**src/hw/urx_pkg.sv**
```systemverilog
// urx_pkg: constants, types and register map of the uart receive block
// assumes: one 125 MHz clock, apb slave with 32-bit data
package urx_pkg;
  // ----------------------------------------
  // register map (byte addresses)
  // ----------------------------------------
  localparam logic [7:0] ADDR_CTRL_ONE = 8'h00;
  localparam logic [7:0] ADDR_CTRL_TWO = 8'h04;
  localparam logic [7:0] ADDR_STATUS   = 8'h08;
  localparam logic [7:0] ADDR_DATA     = 8'h0C;
  localparam logic [7:0] ADDR_COUNT    = 8'h10;
  // ctrl one fields
  localparam int CO_UART_EN   = 7;
  localparam int CO_WORD_LEN  = 6;
  localparam int CO_PAR_EN    = 5;
  localparam int CO_PAR_TYPE  = 3;
  localparam int CO_STOP_BITS = 2;
  // ctrl two fields
  localparam int CT_RX_EN     = 7;
  localparam int CT_ADDR_DET  = 6;
  localparam int CT_WAKE      = 5;
  localparam int CT_RX_IRQ    = 4;
  localparam int CT_TXE_IRQ   = 3;
  localparam int CT_TXI_IRQ   = 2;
  localparam int CT_TRIG      = 0;
  // status fields
  localparam int ST_PARITY_ERROR_FLAG  = 0;
  localparam int ST_NOISE = 1;
  localparam int ST_FRAMING_ERROR_FLAG  = 2;
  localparam int ST_OVERRUN_FLAG  = 3;
  localparam int ST_RX_IDLE_FLAG = 4;
  localparam int ST_RXAV  = 5;
  localparam int ST_RX9   = 6;
  localparam logic [7:0] CTRL_ONE_RST = 8'h00;
  localparam logic [7:0] CTRL_TWO_RST = 8'h00;
  localparam int OVERSAMPLE  = 16;
  localparam int FIFO_DEPTH  = 4;
  localparam int IRQ_PULSE_CYC = 1;
  // parity types
  localparam logic [1:0] PAR_EVEN  = 2'h0;
  localparam logic [1:0] PAR_ODD   = 2'h1;
  localparam logic [1:0] PAR_MARK  = 2'h2;
  localparam logic [1:0] PAR_SPACE = 2'h3;

  typedef enum {S_IDLE, S_START, S_DATA, S_PAR, S_STOP, S_BRKWAIT} urx_state_type;

  typedef struct packed {
    logic       paddr_ok;
    logic [7:0] paddr;
    logic       pwrite;
    logic [31:0] pwdata;
  } urx_apb_req_type;

  typedef struct packed {
    logic [8:0] data;
    logic       noise;
    logic       framing_error_flag;
    logic       parity_error_flag;
  } urx_word_type;
endpackage

```
**src/hw/urx_top.sv**
```systemverilog
// urx_top: uart receiver with fifo, error flags and merged interrupt
// assumes: baud tick at 16x rate from an outside generator, rx pin async
`timescale 1ns/100ps
module urx_top #(
  parameter int DEPTH = 4
) (
  input  wire logic        CLK_SYS,
  input  wire logic        RST,
  input  wire logic        PSEL,
  input  wire logic        PENABLE,
  input  wire logic        PWRITE,
  input  wire logic [7:0]  PADDR,
  input  wire logic [31:0] PWDATA,
  output logic [31:0]      PRDATA,
  output logic             PREADY,
  output logic             PSLVERR,
  input  wire logic        RX_PIN,
  input  wire logic        SAMPLE_TICK,
  input  wire logic        UART_CLOCK_STOPPED,
  input  wire logic        TX_BUF_EMPTY,
  input  wire logic        TX_IDLE,
  output logic             UART_IRQ_N
);
  import urx_pkg::*;

  // ----------------------------------------
  // bus and registers
  // ----------------------------------------
  logic [7:0]  ctrl_one_r;
  logic [7:0]  ctrl_two_r;
  logic        wr_acc;
  logic        rd_acc;
  logic        acc;
  logic        status_seen_r;
  logic [31:0] prdata_r;

  assign acc     = PSEL & PENABLE;
  assign wr_acc  = acc & PWRITE;
  assign rd_acc  = acc & ~PWRITE;
  assign PREADY  = 1'b1;
  assign PSLVERR = acc & ~(PADDR == ADDR_CTRL_ONE || PADDR == ADDR_CTRL_TWO ||
                           PADDR == ADDR_STATUS || PADDR == ADDR_DATA ||
                           PADDR == ADDR_COUNT);

  logic uart_en, word9, par_en, two_stop, rx_en, addr_det, wake_en, rx_ie;
  logic [1:0] par_type;
  logic [2:0] trig_lvl;
  assign uart_en  = ctrl_one_r[CO_UART_EN];
  assign word9    = ctrl_one_r[CO_WORD_LEN];
  assign par_en   = ctrl_one_r[CO_PAR_EN];
  assign par_type = ctrl_one_r[CO_PAR_TYPE +: 2];
  assign two_stop = ctrl_one_r[CO_STOP_BITS];
  assign rx_en    = ctrl_two_r[CT_RX_EN];
  assign addr_det = ctrl_two_r[CT_ADDR_DET];
  assign wake_en  = ctrl_two_r[CT_WAKE];
  assign rx_ie    = ctrl_two_r[CT_RX_IRQ];
  // trigger level 1..4 coded as field+1
  assign trig_lvl = {1'b0, ctrl_two_r[CT_TRIG +: 2]} + 3'h1;

  always_ff @(posedge CLK_SYS) begin
    if (RST) begin
      ctrl_one_r <= CTRL_ONE_RST;
      ctrl_two_r <= CTRL_TWO_RST;
    end else if (wr_acc) begin
      if (PADDR == ADDR_CTRL_ONE) ctrl_one_r <= PWDATA[7:0];
      if (PADDR == ADDR_CTRL_TWO) ctrl_two_r <= PWDATA[7:0];
    end
  end

  // ----------------------------------------
  // rx pin synchroniser and 3-sample vote
  // ----------------------------------------
  logic rx_s1_r, rx_s2_r, rx_s3_r;
  logic [2:0] smp_r;
  logic [3:0] os_cnt_r;
  logic       vote;
  logic       noisy;
  always_ff @(posedge CLK_SYS) begin
    if (RST) begin
      rx_s1_r <= 1'b1;
      rx_s2_r <= 1'b1;
      rx_s3_r <= 1'b1;
    end else begin
      rx_s1_r <= RX_PIN;
      rx_s2_r <= rx_s1_r;
      rx_s3_r <= rx_s2_r;
    end
  end

  // samples at oversample slots 7, 8, 9 around the bit centre
  always_ff @(posedge CLK_SYS) begin
    if (RST) smp_r <= 3'h7;
    else if (SAMPLE_TICK && os_cnt_r >= 4'h7 && os_cnt_r <= 4'h9)
      smp_r <= {smp_r[1:0], rx_s2_r};
  end
  assign vote  = (smp_r[0] & smp_r[1]) | (smp_r[1] & smp_r[2]) | (smp_r[0] & smp_r[2]);
  assign noisy = ~((smp_r == 3'h0) | (smp_r == 3'h7));

  // ----------------------------------------
  // receive state machine
  // ----------------------------------------
  urx_state_type state_r;
  logic [8:0] shift_r;
  logic [3:0] bit_cnt_r;
  logic       noise_acc_r;
  logic       stop_seen_r;
  logic       stop_two_r;
  logic       bit_end;
  logic       word_done;
  logic       word_framing_error_flag;
  logic       word_parity_error_flag;
  logic [3:0] nbits;
  logic       par_calc;
  logic       par_exp;

  assign nbits   = word9 ? 4'h9 : 4'h8;
  assign bit_end = SAMPLE_TICK && (os_cnt_r == 4'(OVERSAMPLE - 1));
  assign par_calc = word9 ? ^shift_r : ^shift_r[8:1];
  always_comb begin
    case (par_type)
      PAR_EVEN:  par_exp = par_calc;
      PAR_ODD:   par_exp = ~par_calc;
      PAR_MARK:  par_exp = 1'b1;
      default:   par_exp = 1'b0;
    endcase
  end

  logic parity_error_flag_r;
  always_ff @(posedge CLK_SYS) begin
    if (RST || !uart_en) begin
      state_r     <= S_IDLE;
      os_cnt_r    <= 4'h0;
      bit_cnt_r   <= 4'h0;
      shift_r     <= 9'h000;
      noise_acc_r <= 1'b0;
      parity_error_flag_r      <= 1'b0;
      stop_seen_r <= 1'b0;
      stop_two_r  <= 1'b0;
    end else begin
      stop_seen_r <= 1'b0;
      case (state_r)
        S_IDLE: begin
          os_cnt_r <= 4'h0;
          if (rx_en && !rx_s3_r) begin
            state_r     <= S_START;
            noise_acc_r <= 1'b0;
            parity_error_flag_r      <= 1'b0;
            bit_cnt_r   <= 4'h0;
            stop_two_r  <= 1'b0;
          end
        end
        S_START: begin
          if (SAMPLE_TICK) os_cnt_r <= os_cnt_r + 4'h1;
          if (bit_end) begin
            if (vote) state_r <= S_IDLE;
            else      state_r <= S_DATA;
            noise_acc_r <= noisy;
          end
        end
        S_DATA: begin
          if (SAMPLE_TICK) os_cnt_r <= os_cnt_r + 4'h1;
          if (bit_end) begin
            // lsb first: shift from the top and align at the end
            shift_r     <= {vote, shift_r[8:1]};
            noise_acc_r <= noise_acc_r | noisy;
            bit_cnt_r   <= bit_cnt_r + 4'h1;
            if (bit_cnt_r == nbits - 4'h1)
              state_r <= par_en ? S_PAR : S_STOP;
          end
        end
        S_PAR: begin
          if (SAMPLE_TICK) os_cnt_r <= os_cnt_r + 4'h1;
          if (bit_end) begin
            parity_error_flag_r      <= (vote != par_exp);
            noise_acc_r <= noise_acc_r | noisy;
            state_r     <= S_STOP;
          end
        end
        S_STOP: begin
          if (SAMPLE_TICK) os_cnt_r <= os_cnt_r + 4'h1;
          if (bit_end) begin
            noise_acc_r <= noise_acc_r | noisy;
            if (two_stop && !stop_two_r && vote) begin
              // first of two stop bits was high: the second must be high too
              stop_two_r <= 1'b1;
            end else begin
              stop_seen_r <= 1'b1;
              // a low stop bit never starts a frame; wait for high
              state_r     <= vote ? S_IDLE : S_BRKWAIT;
            end
          end
        end
        S_BRKWAIT: begin
          if (rx_s3_r) state_r <= S_IDLE;
        end
        default: state_r <= S_IDLE;
      endcase
    end
  end

  // frame ends at the last configured stop bit; a low one ends it at once
  assign word_done = stop_seen_r;
  assign word_framing_error_flag = (state_r == S_BRKWAIT);
  assign word_parity_error_flag = parity_error_flag_r;

  // assembled word aligned to the configured length; break gives zeros
  logic [8:0] word_data;
  assign word_data = word9 ? shift_r : {1'b0, shift_r[8:1]};

  // ----------------------------------------
  // fifo and flags
  // ----------------------------------------
  urx_word_type mem [DEPTH];
  logic [1:0] wp_r, rp_r;
  logic [2:0] cnt_r;
  logic       full, empty, pop, push;
  logic       overrun_flag_r, rx_idle_flag_r;
  logic       overrun_ev;

  assign full  = (cnt_r == 3'(DEPTH));
  assign empty = (cnt_r == 3'h0);
  assign pop   = rd_acc && (PADDR == ADDR_DATA) && status_seen_r && !empty;
  assign push  = word_done && !full;
  assign overrun_ev = word_done && full;

  always_ff @(posedge CLK_SYS) begin
    if (push) mem[wp_r] <= '{data: word_data, noise: noise_acc_r,
                             framing_error_flag: word_framing_error_flag, parity_error_flag: word_parity_error_flag};
  end

  always_ff @(posedge CLK_SYS) begin
    if (RST || !uart_en) begin
      wp_r  <= 2'h0;
      rp_r  <= 2'h0;
      cnt_r <= 3'h0;
    end else begin
      if (push) wp_r <= wp_r + 2'h1;
      if (pop)  rp_r <= rp_r + 2'h1;
      cnt_r <= cnt_r + 3'(push) - 3'(pop);
    end
  end

  // overrun: set wins over clear
  always_ff @(posedge CLK_SYS) begin
    if (RST || !uart_en) overrun_flag_r <= 1'b0;
    else if (overrun_ev) overrun_flag_r <= 1'b1;
    else if (pop)        overrun_flag_r <= 1'b0;
  end

  always_ff @(posedge CLK_SYS) begin
    if (RST || !uart_en) rx_idle_flag_r <= 1'b1;
    else if (state_r == S_IDLE && rx_en && !rx_s3_r) rx_idle_flag_r <= 1'b0;
    else if (stop_seen_r) rx_idle_flag_r <= 1'b1;
  end

  // clearing sequence step one: a status read arms the data read
  always_ff @(posedge CLK_SYS) begin
    if (RST || !uart_en) status_seen_r <= 1'b0;
    else if (rd_acc && PADDR == ADDR_STATUS) status_seen_r <= 1'b1;
    else if (pop) status_seen_r <= 1'b0;
  end

  urx_word_type head;
  assign head = empty ? '0 : mem[rp_r];
  logic [7:0] status;
  always_comb begin
    status = 8'h00;
    status[ST_PARITY_ERROR_FLAG]  = head.parity_error_flag;
    status[ST_NOISE] = head.noise;
    status[ST_FRAMING_ERROR_FLAG]  = head.framing_error_flag;
    status[ST_OVERRUN_FLAG]  = overrun_flag_r;
    status[ST_RX_IDLE_FLAG] = rx_idle_flag_r;
    status[ST_RXAV]  = !empty;
    status[ST_RX9]   = head.data[8];
  end

  always_ff @(posedge CLK_SYS) begin
    if (RST) prdata_r <= 32'h0000_0000;
    else if (PSEL && !PENABLE && !PWRITE) begin
      case (PADDR)
        ADDR_CTRL_ONE: prdata_r <= {24'h000000, ctrl_one_r};
        ADDR_CTRL_TWO: prdata_r <= {24'h000000, ctrl_two_r};
        ADDR_STATUS:   prdata_r <= {24'h000000, status};
        ADDR_DATA:     prdata_r <= {24'h000000, head.data[7:0]};
        ADDR_COUNT:    prdata_r <= {29'h00000000, cnt_r};
        default:       prdata_r <= 32'h0000_0000;
      endcase
    end
  end
  assign PRDATA = prdata_r;

  // ----------------------------------------
  // interrupt merge
  // ----------------------------------------
  logic rx_trig_ev, addr_ok, wake_ev, irq_ev, irq_n_r;
  logic rx_s3_d_r;
  always_ff @(posedge CLK_SYS) begin
    if (RST) rx_s3_d_r <= 1'b1;
    else     rx_s3_d_r <= rx_s3_r;
  end
  // top received bit gates the data-available interrupt in address mode
  assign addr_ok    = !addr_det || (word9 ? word_data[8] : word_data[7]);
  assign rx_trig_ev = push && (cnt_r + 3'h1 == trig_lvl) && addr_ok;
  // wake runs only while the uart clock is reported stopped
  assign wake_ev    = UART_CLOCK_STOPPED && wake_en && rx_ie && uart_en && rx_en &&
                      rx_s3_d_r && !rx_s3_r;
  assign irq_ev = (rx_ie && (rx_trig_ev || overrun_ev)) || wake_ev ||
                  (ctrl_two_r[CT_TXE_IRQ] && TX_BUF_EMPTY) ||
                  (ctrl_two_r[CT_TXI_IRQ] && TX_IDLE);

  always_ff @(posedge CLK_SYS) begin
    if (RST) irq_n_r <= 1'b1;
    else     irq_n_r <= !irq_ev;
  end
  assign UART_IRQ_N = irq_n_r;
endmodule

```
**config.mk**
```make
export PLATFORM = sky130hd
export DESIGN_NAME = urx_top
export DESIGN_NICKNAME = d
export VERILOG_FILES = /design/src/hw/urx_pkg.sv /design/src/hw/urx_top.sv
export SDC_FILE = /design/constraint.sdc
export NUM_CORES = 1
export LEC_CHECK = 0
export BUFFER_PORTS_ARGS = -buffer_cell sky130_fd_sc_hd__buf_2
export CAP_MARGIN = 20
export CORE_MARGIN = 10
export CORE_UTILIZATION = 57
export CTS_CLUSTER_DIAMETER = 40
export DETAILED_ROUTE_END_ITERATION = 16
export PLACE_DENSITY = 0.8
export SETUP_SLACK_MARGIN = 0.05
export SLEW_MARGIN = 5
export SYNTH_ARGS = -nofsm -noshare
export SYNTH_HDL_FRONTEND = slang
export SYNTH_SLANG_ARGS = --single-unit
```
**constraint.sdc**
```tcl
create_clock -name CLK_SYS -period 3.7 [get_ports CLK_SYS]
set_clock_uncertainty 0.15 [all_clocks]
set_input_delay 0.74 -clock CLK_SYS [delete_from_list [all_inputs] [get_ports CLK_SYS]]
set_output_delay 0.74 -clock CLK_SYS [all_outputs]
set_load 0.005 [all_outputs]
```
==> summary.txt, run 1 <==
Timing
  • Hold slack: 0.268 ns
  • Setup ws final: 0.569 ns
  • Worst slew pin tran: 0.845 ns
  • Minimum clock period: 3.13 ns
  • Fin Setup TNS: 0 ns
  • Final slew viol count: 0
  • Max_slew headroom: 43.6%
  • Unrepaired setup endpoints after global routing: no
  • Final setup vio count: 0
  • Fin crit share: 84.6%
  • Final hold viol count: 0
  • Fmax achieved: 319 MHz

Synthesis
  • Post-Syn Area: 0.00542 mm^2
  • Yosys cell types: 54
  • Synth Flop Type: dfxtp_1
  • Yosys top cell area share: 26.6%
  • EDFF count, synth: 48
  • Synth Area per Inst: 11.0 um^2
  • Top area cells in the synthesized netlist: edfxtp_1 27%, dfxtp_1 25%, mux2i_1 6.3%
  • Sequential area share after synthesis: 51.7%
  • Ys Warns: 0
  • FF+latch count, synth: 116
  • Synth Instances: 495
  • Async SR Flop Fraction: 0%
  • Synth area leader: edfxtp_1

Die
  • IO Pins: 85
  • FP Rows: 35
  • Die area: 0.0138 mm^2
  • Die width: 118 um
  • Core area: 0.00924 mm^2
  • Die Height: 118 um
  • Initial core utilization: 58.7%

Detailed routing
  • Top Layer Used: met4
  • Routed length per placed instance: 17.9 um
  • Wirelength, routed: 12.0 mm
  • # DRC: 0
  • Routed Antenna Nets: 0
  • Vias per cell: 5.60
  • Routed vias: 3765
  • Metal2 WL: 5.87 mm
  • Metal3 WL: 954 um
  • Routed length on met1: 4.89 mm
  • Drt first pass iters: 8
  • Initial DRC Count: 405

Layout
  • Post-route insts no fill: 672
  • Layout filler cell count: 634
  • Nets@finish: 594
  • Fraction of layout cells with a size suffix above 1: 18.4%
  • N_diodes: 0
  • Layout area overhead: 14.0%

Power and ir drop
  • Sw Ratio: 23.2%
  • Leak Pwr: 2.23 nW
  • P_int: 2.26 mW
  • Peak supply drop: 0.282 mV
  • Pwr per Cell Area: 477 mW/mm^2
  • Sequential power share: 44.9%
  • Sw power: 685 uW
  • Total Power: 2.95 mW
  • Logic pwr share: 1.7%
  • Clock power share: 53.4%

Critical path
  • Stages on worst setup path: 13
  • RR Endpoint: cnt_r[2]
  • Worst-path cell chain: inv_1 -> ha_1 -> nand2b_1 -> nand3_1 -> nor4_2 -> ha_1 -> inv_1 -> ha_1 -> inv_1 -> fa_1 -> xnor2_1 -> xnor2_1 -> nor2_1
  • Internal reg-to-reg setup slack: 0.57 ns
  • CP Capture Type: flop
  • CP Buf/Inv Count: 3
  • Max incr delay on CP: 0.46 ns
  • Setup crit start kind: flop
  • Worst Reg-to-Reg Cells: 13
  • Crit path max fanout: 4
  • Slowest cell on the critical path: nor4_2
  • Cell family with most CP delay: adder cells
  • Worst r2r src: cnt_r[1]
  • Crit path required time: 3.94 ns
  • Arr. time, crit path: 3.37 ns
  • Critical path class: flop to flop

Global route
  • Via count of the first global-routing pass: 3761
  • Antenna violations before repair: 0
  • GRT Resource Usage Total: 17.8%
  • Gr ovfl total: 0
  • Pin count of the biggest net entering global routing: 33
  • First-pass GRT wire length: 19.7 mm

Clock network
  • Setup bufs post-CTS: 0
  • Worst skew pair latency: 0.51 ns
  • Resize count post-CTS: 0
  • Hold Buf Count CTS: 0
  • Number of buffers created by CTS: 17
  • H-tree depth: 4
  • Clock Sinks: 116
  • Clock-pin slew on the worst setup and hold paths: 0.06 ns
  • Clock buffer depth: 2
  • Root buffer cell: clkbuf_8
  • CTS tree: done

Place
  • Inst Count DP: 640
  • Dpl ws: 0.370 ns
  • Dpl hpwl: 8.05 mm
  • Port Buf Inserts: 35
  • Final GP Congestion: 0.837

Run
  • MaxCap Viol Count: 0

Run status
  • Outcome: finished, final reports clean

Min path
  • Hold WC Path Type: primary input to flop
  • Hold Path End: rx_s1_r
  • Hold Path Depth: 2
  • Start point of the worst hold path: RX_PIN
## how the worst max path moves through the flow
stage | start | slack (ns) | end
after floorplan | PADDR[5] | 0.58 | cnt_r[2]
after global placement | PADDR[5] | 0.42 | cnt_r[2]
after detailed placement | PADDR[5] | 0.37 | cnt_r[2]
after CTS | cnt_r[1] | 0.59 | cnt_r[2]
after global routing | cnt_r[0] | 0.42 | cnt_r[2]
final | cnt_r[1] | 0.57 | cnt_r[2]
## layout by cell type, fill, tap and decap left out, types with 7 or more instances in the layout
master	instances
a21oi_1	25
and2_1	7
buf_2	35
clkbuf_16	16
conb_1	25
dfxtp_1	68
edfxtp_1	48
ha_1	13
inv_1	18
mux2i_1	34
mux4_2	12
nand2_1	21
nand2b_1	7
nand3_1	7
nand4_1	7
nor2_1	64
nor2b_1	8
o21ai_0	13
xnor2_1	15
xor2_1	7
## cell type report
cell class / instances / area (um^2) / share of cell area [%]
multi-input cells: 337 / 2360 / 38.2
inverters: 18 / 67.6 / 1.09
clock inverters: 15 / 160 / 2.59
well taps: 129 / 161 / 2.61
flip-flops and latches: 116 / 2800 / 45.3
repair buffers: 40 / 213 / 3.44
clock buffers: 17 / 414 / 6.70
## power groups by stage
stage / clock, mW / sequential (mW) / combinational [mW]
floorplan: 0 / 1.35 / 0.0466
global placement: 0 / 1.35 / 0.0472
detailed placement: 0 / 1.35 / 0.0488
CTS: 1.59 / 1.32 / 0.0491
global route: 1.65 / 1.32 / 0.0570
finish: 1.57 / 1.32 / 0.0512
## Yosys cell counts (2+ instances only)
cell type and count:
nor3_1 6, ha_1 13, buf_2 5, a21oi_1 25, edfxtp_1 48, nand2b_1 7, and3_1 5, nand2_1 21
buf_4 25, or3_1 2, and2_1 7, a22oi_1 6, a211o_1 3, xnor2_1 15, o22ai_1 2, mux2i_1 34
nand4_1 7, xor2_1 7, nor2_1 64, clkbuf_1 14, nor3b_1 3, o21ai_0 13, conb_1 2, nand3_1 7
nand3b_1 2, o2bb2ai_1 4, buf_1 3, or4_1 2, mux2_2 6, dfxtp_1 68, mux4_2 12, or2_2 6
nor4_2 2, nor4_1 3, nor2b_1 8, a221o_1 2, o31ai_1 2, inv_1 18
## metrics by stage
step           instance area [um^2]  utilization [%]
2_1_floorplan                  5510                -
3_3_place_gp                   5610             60.7
3_5_place_dp                   5610             60.7
4_1_cts                        6180             66.9
5_1_grt                        6180             66.9
6_report                       6180             66.9
## state kept, by name (all words and copies together) (netlist names), 4 cells and up, named ones only
signal,cells
PRDATA,8
bit_cnt_r,4
ctrl_one_r,8
ctrl_two_r,8
mem,48
os_cnt_r,4
shift_r,9
## metal layers
metal / up-vias / global-route usage, %
met3: 25 / 5.95
met5: - / 0
li1: 1786 / -
met2: 160 / 29.0
met1: 1794 / 20.6
met4: 0 / 8.11
## cell families (layout without fill, tap and decap cells)
| group | count (synthesis) | count (layout) | share of synthesized area [%] |
|---|---|---|---|
| flops | 116 | 116 | 51.7 |
| mux | 52 | 52 | 12.5 |
| simple gates | 157 | 157 | 14.5 |
| compound gates | 66 | 66 | 7.71 |
| fa+ha+maj | 15 | 15 | 3.55 |
| buf+inv | 65 | 90 | 6.34 |
| other cells | 2 | 25 | 0.138 |
| xor+xnor | 22 | 22 | 3.55 |
Power figures use the tool's default switching activity.
==> inputs of run 2 (changes only) <==
Clock period 3.7 ns to 3.2 ns, I/O delays scaled along.
==> summary.txt, run 2 (same netlist as run 1, synthesis figures left out) <==
Run status
  • Outcome: finished, final reports clean

Place
  • Port Buf Inserts: 35 (unchanged)
  • Dpl ws: 0.0293 ns (-0.341 ns)
  • Final GP Congestion: 0.870 (+3.9%)
  • Dpl hpwl: 8.05 mm (about the same)
  • Placed Area: 0.00564 mm^2 (+0.54%)

Timing
  • Hold slack: 0.162 ns (-0.107 ns)
  • Minimum clock period: 2.94 ns (-0.187 ns)
  • Fmax achieved: 340 MHz (+6.3%)
  • Final hold viol count: 0 (unchanged)
  • Worst slew pin tran: 0.682 ns (-0.163 ns)
  • Final setup vio count: 0 (unchanged)
  • Fin Setup TNS: 0 ns (unchanged)
  • Max_slew headroom: 54.4% (+11 points)
  • Fin crit share: 92.0% (+7.4 points)
  • Unrepaired setup endpoints after global routing: no
  • Setup ws final: 0.255 ns (-0.313 ns)
  • Final slew viol count: 0 (unchanged)

Global route
  • GRT Resource Usage Total: 17.7% (-0.069 points)
  • First-pass GRT wire length: 20.0 mm (+1.5%)
  • Antenna violations before repair: 0 (unchanged)
  • Via count of the first global-routing pass: 3817 (+1.5%)
  • Pin count of the biggest net entering global routing: 30 (-9.1%)
  • Gr ovfl total: 0 (unchanged)

Layout
  • Commonest non-fill, non-tap cell in the layout: dfxtp_1
  • Largest Register: mem
  • Most frequent cells in the layout: 66 x dfxtp_1, 64 x nor2_1, 48 x edfxtp_1, 35 x buf_2, 34 x mux2i_1
  • N_diodes: 0 (unchanged)
  • Max FFs per register: 48 (unchanged)
  • Fraction of layout cells with a size suffix above 1: 19.4% (+0.96 points)
  • Post-route cell area: 0.00624 mm^2 (+0.95%)
  • Layout area overhead: 15.1%
  • Nets@finish: 598 (+0.67%)
  • Biggest regs: mem x48, shift_r x9

Critical path
  • CP Capture Type: flop
  • RR Endpoint: cnt_r[2]
  • Critical path class: flop to flop
  • Crit path max fanout: 5 (+1)
  • Worst r2r src: cnt_r[0]
  • Worst Reg-to-Reg Cells: 13 (unchanged)
  • Setup crit start kind: flop
  • Crit path required time: 3.42 ns (-0.52 ns)
  • Internal reg-to-reg setup slack: 0.26 ns (-0.31 ns)
  • Arr. time, crit path: 3.17 ns (-0.20 ns)

Die
  • Initial core utilization: 58.7% (unchanged)
  • Die area: 0.0138 mm^2 (unchanged)
  • Die width: 118 um (unchanged)
  • Die Height: 118 um (unchanged)
  • FP Rows: 35 (unchanged)
  • Core area: 0.00924 mm^2 (unchanged)
  • IO Pins: 85 (unchanged)

Min path
  • Hold Path Depth: 2 (unchanged)
  • Hold Path End: rx_s1_r
  • Start point of the worst hold path: RX_PIN
  • Hold WC Path Type: primary input to flop

Clock network
  • CTS tree: done
  • Number of buffers created by CTS: 17 (unchanged)
  • Root buffer cell: clkbuf_8
  • H-tree depth: 4 (unchanged)
  • Worst skew pair latency: 0.51 ns (about the same)
  • Clock-pin slew on the worst setup and hold paths: 0.06 ns (about the same)
  • Clock buffer depth: 2 (unchanged)
  • Setup bufs post-CTS: 0 (unchanged)
  • Clock Sinks: 116 (unchanged)
  • Hold Buf Count CTS: 0 (unchanged)
  • Resize count post-CTS: 0 (unchanged)

Detailed routing
  • Vias per cell: 5.64 (+0.60%)
  • Wirelength, routed: 12.1 mm (+0.78%)
  • Routed Antenna Nets: 0 (unchanged)
  • Drt first pass iters: 5 (-3)
  • Initial DRC Count: 361 (-11%)
  • Routed vias: 3810 (+1.2%)
  • Routed length per placed instance: 17.9 um (+0.19%)
  • # DRC: 0 (unchanged)

Run
  • MaxCap Viol Count: 0 (unchanged)

Power and ir drop
  • Peak supply drop: 0.312 mV (+10%)
  • Leak Pwr: 2.27 nW (+1.8%)
  • Pwr per Cell Area: 555 mW/mm^2 (+16%)
==> run 2: final cells by class <==
cell class / instances / area [um^2]
fillers: 621 / 3000
clock buffers: 18 / 418
multi-input cells: 337 / 2380
repair buffers: 44 / 243
inverters: 18 / 67.6
flip-flops and latches: 116 / 2810
well taps: 129 / 161
clock inverters: 14 / 166
==> run 2: how the worst max path moves through the flow <==
stage          startpoint  endpoint  slack, ns  depth (start not counted)
6_report         cnt_r[0]  cnt_r[2]       0.26                         13
5_1_grt          cnt_r[0]  cnt_r[2]       0.07                         13
4_1_cts          cnt_r[0]  cnt_r[2]       0.11                         13
3_5_place_dp     PADDR[5]  cnt_r[2]       0.03                         12
3_3_place_gp     PADDR[5]  cnt_r[2]       0.08                         12
2_1_floorplan    PADDR[5]  cnt_r[2]       0.18                         11
==> run 2: critical path, cell delays in order, from the launching register on <==
cell      delay [ns]
dfxtp_2         0.39
inv_1           0.06
ha_1            0.26
nand2b_4        0.11
nand3_1         0.16
nor4_4          0.34
ha_1            0.29
inv_1           0.07
ha_1            0.13
inv_1           0.05
fa_1            0.38
xnor2_1         0.19
xnor2_1         0.16
nor2_1          0.06
==> run 2: routing by layer <==
layer	GRT usage (%)	vias to the layer above	part of all wire, %	routed length [um]
met5	0	-	0	0
met4	7.57	0	3.0	360
met3	6.62	30	7.7	936
met2	27.0	157	46	5540
met1	21.9	1829	44	5290
li1	-	1794	-	-
==> run 2: stage by stage <==
| step | std cells | power (mW) | util (%) |
|---|---|---|---|
| after global routing | 676 | 3.55 | 67.5 |
| after detailed placement | 644 | 1.62 | 61.0 |
| after floorplan | 518 | 1.62 | - |
| final | 676 | 3.46 | 67.5 |
| after global placement | 644 | 1.62 | 61.0 |
| after CTS | 676 | 3.47 | 67.3 |
==> run 2: power by group <==
group / internal, mW / switching [mW] / leakage [nW]
registers: 1.53 / 0.00100 / 0.880
logic: 0.0217 / 0.0404 / 1.10
clock network: 1.13 / 0.736 / 0.289
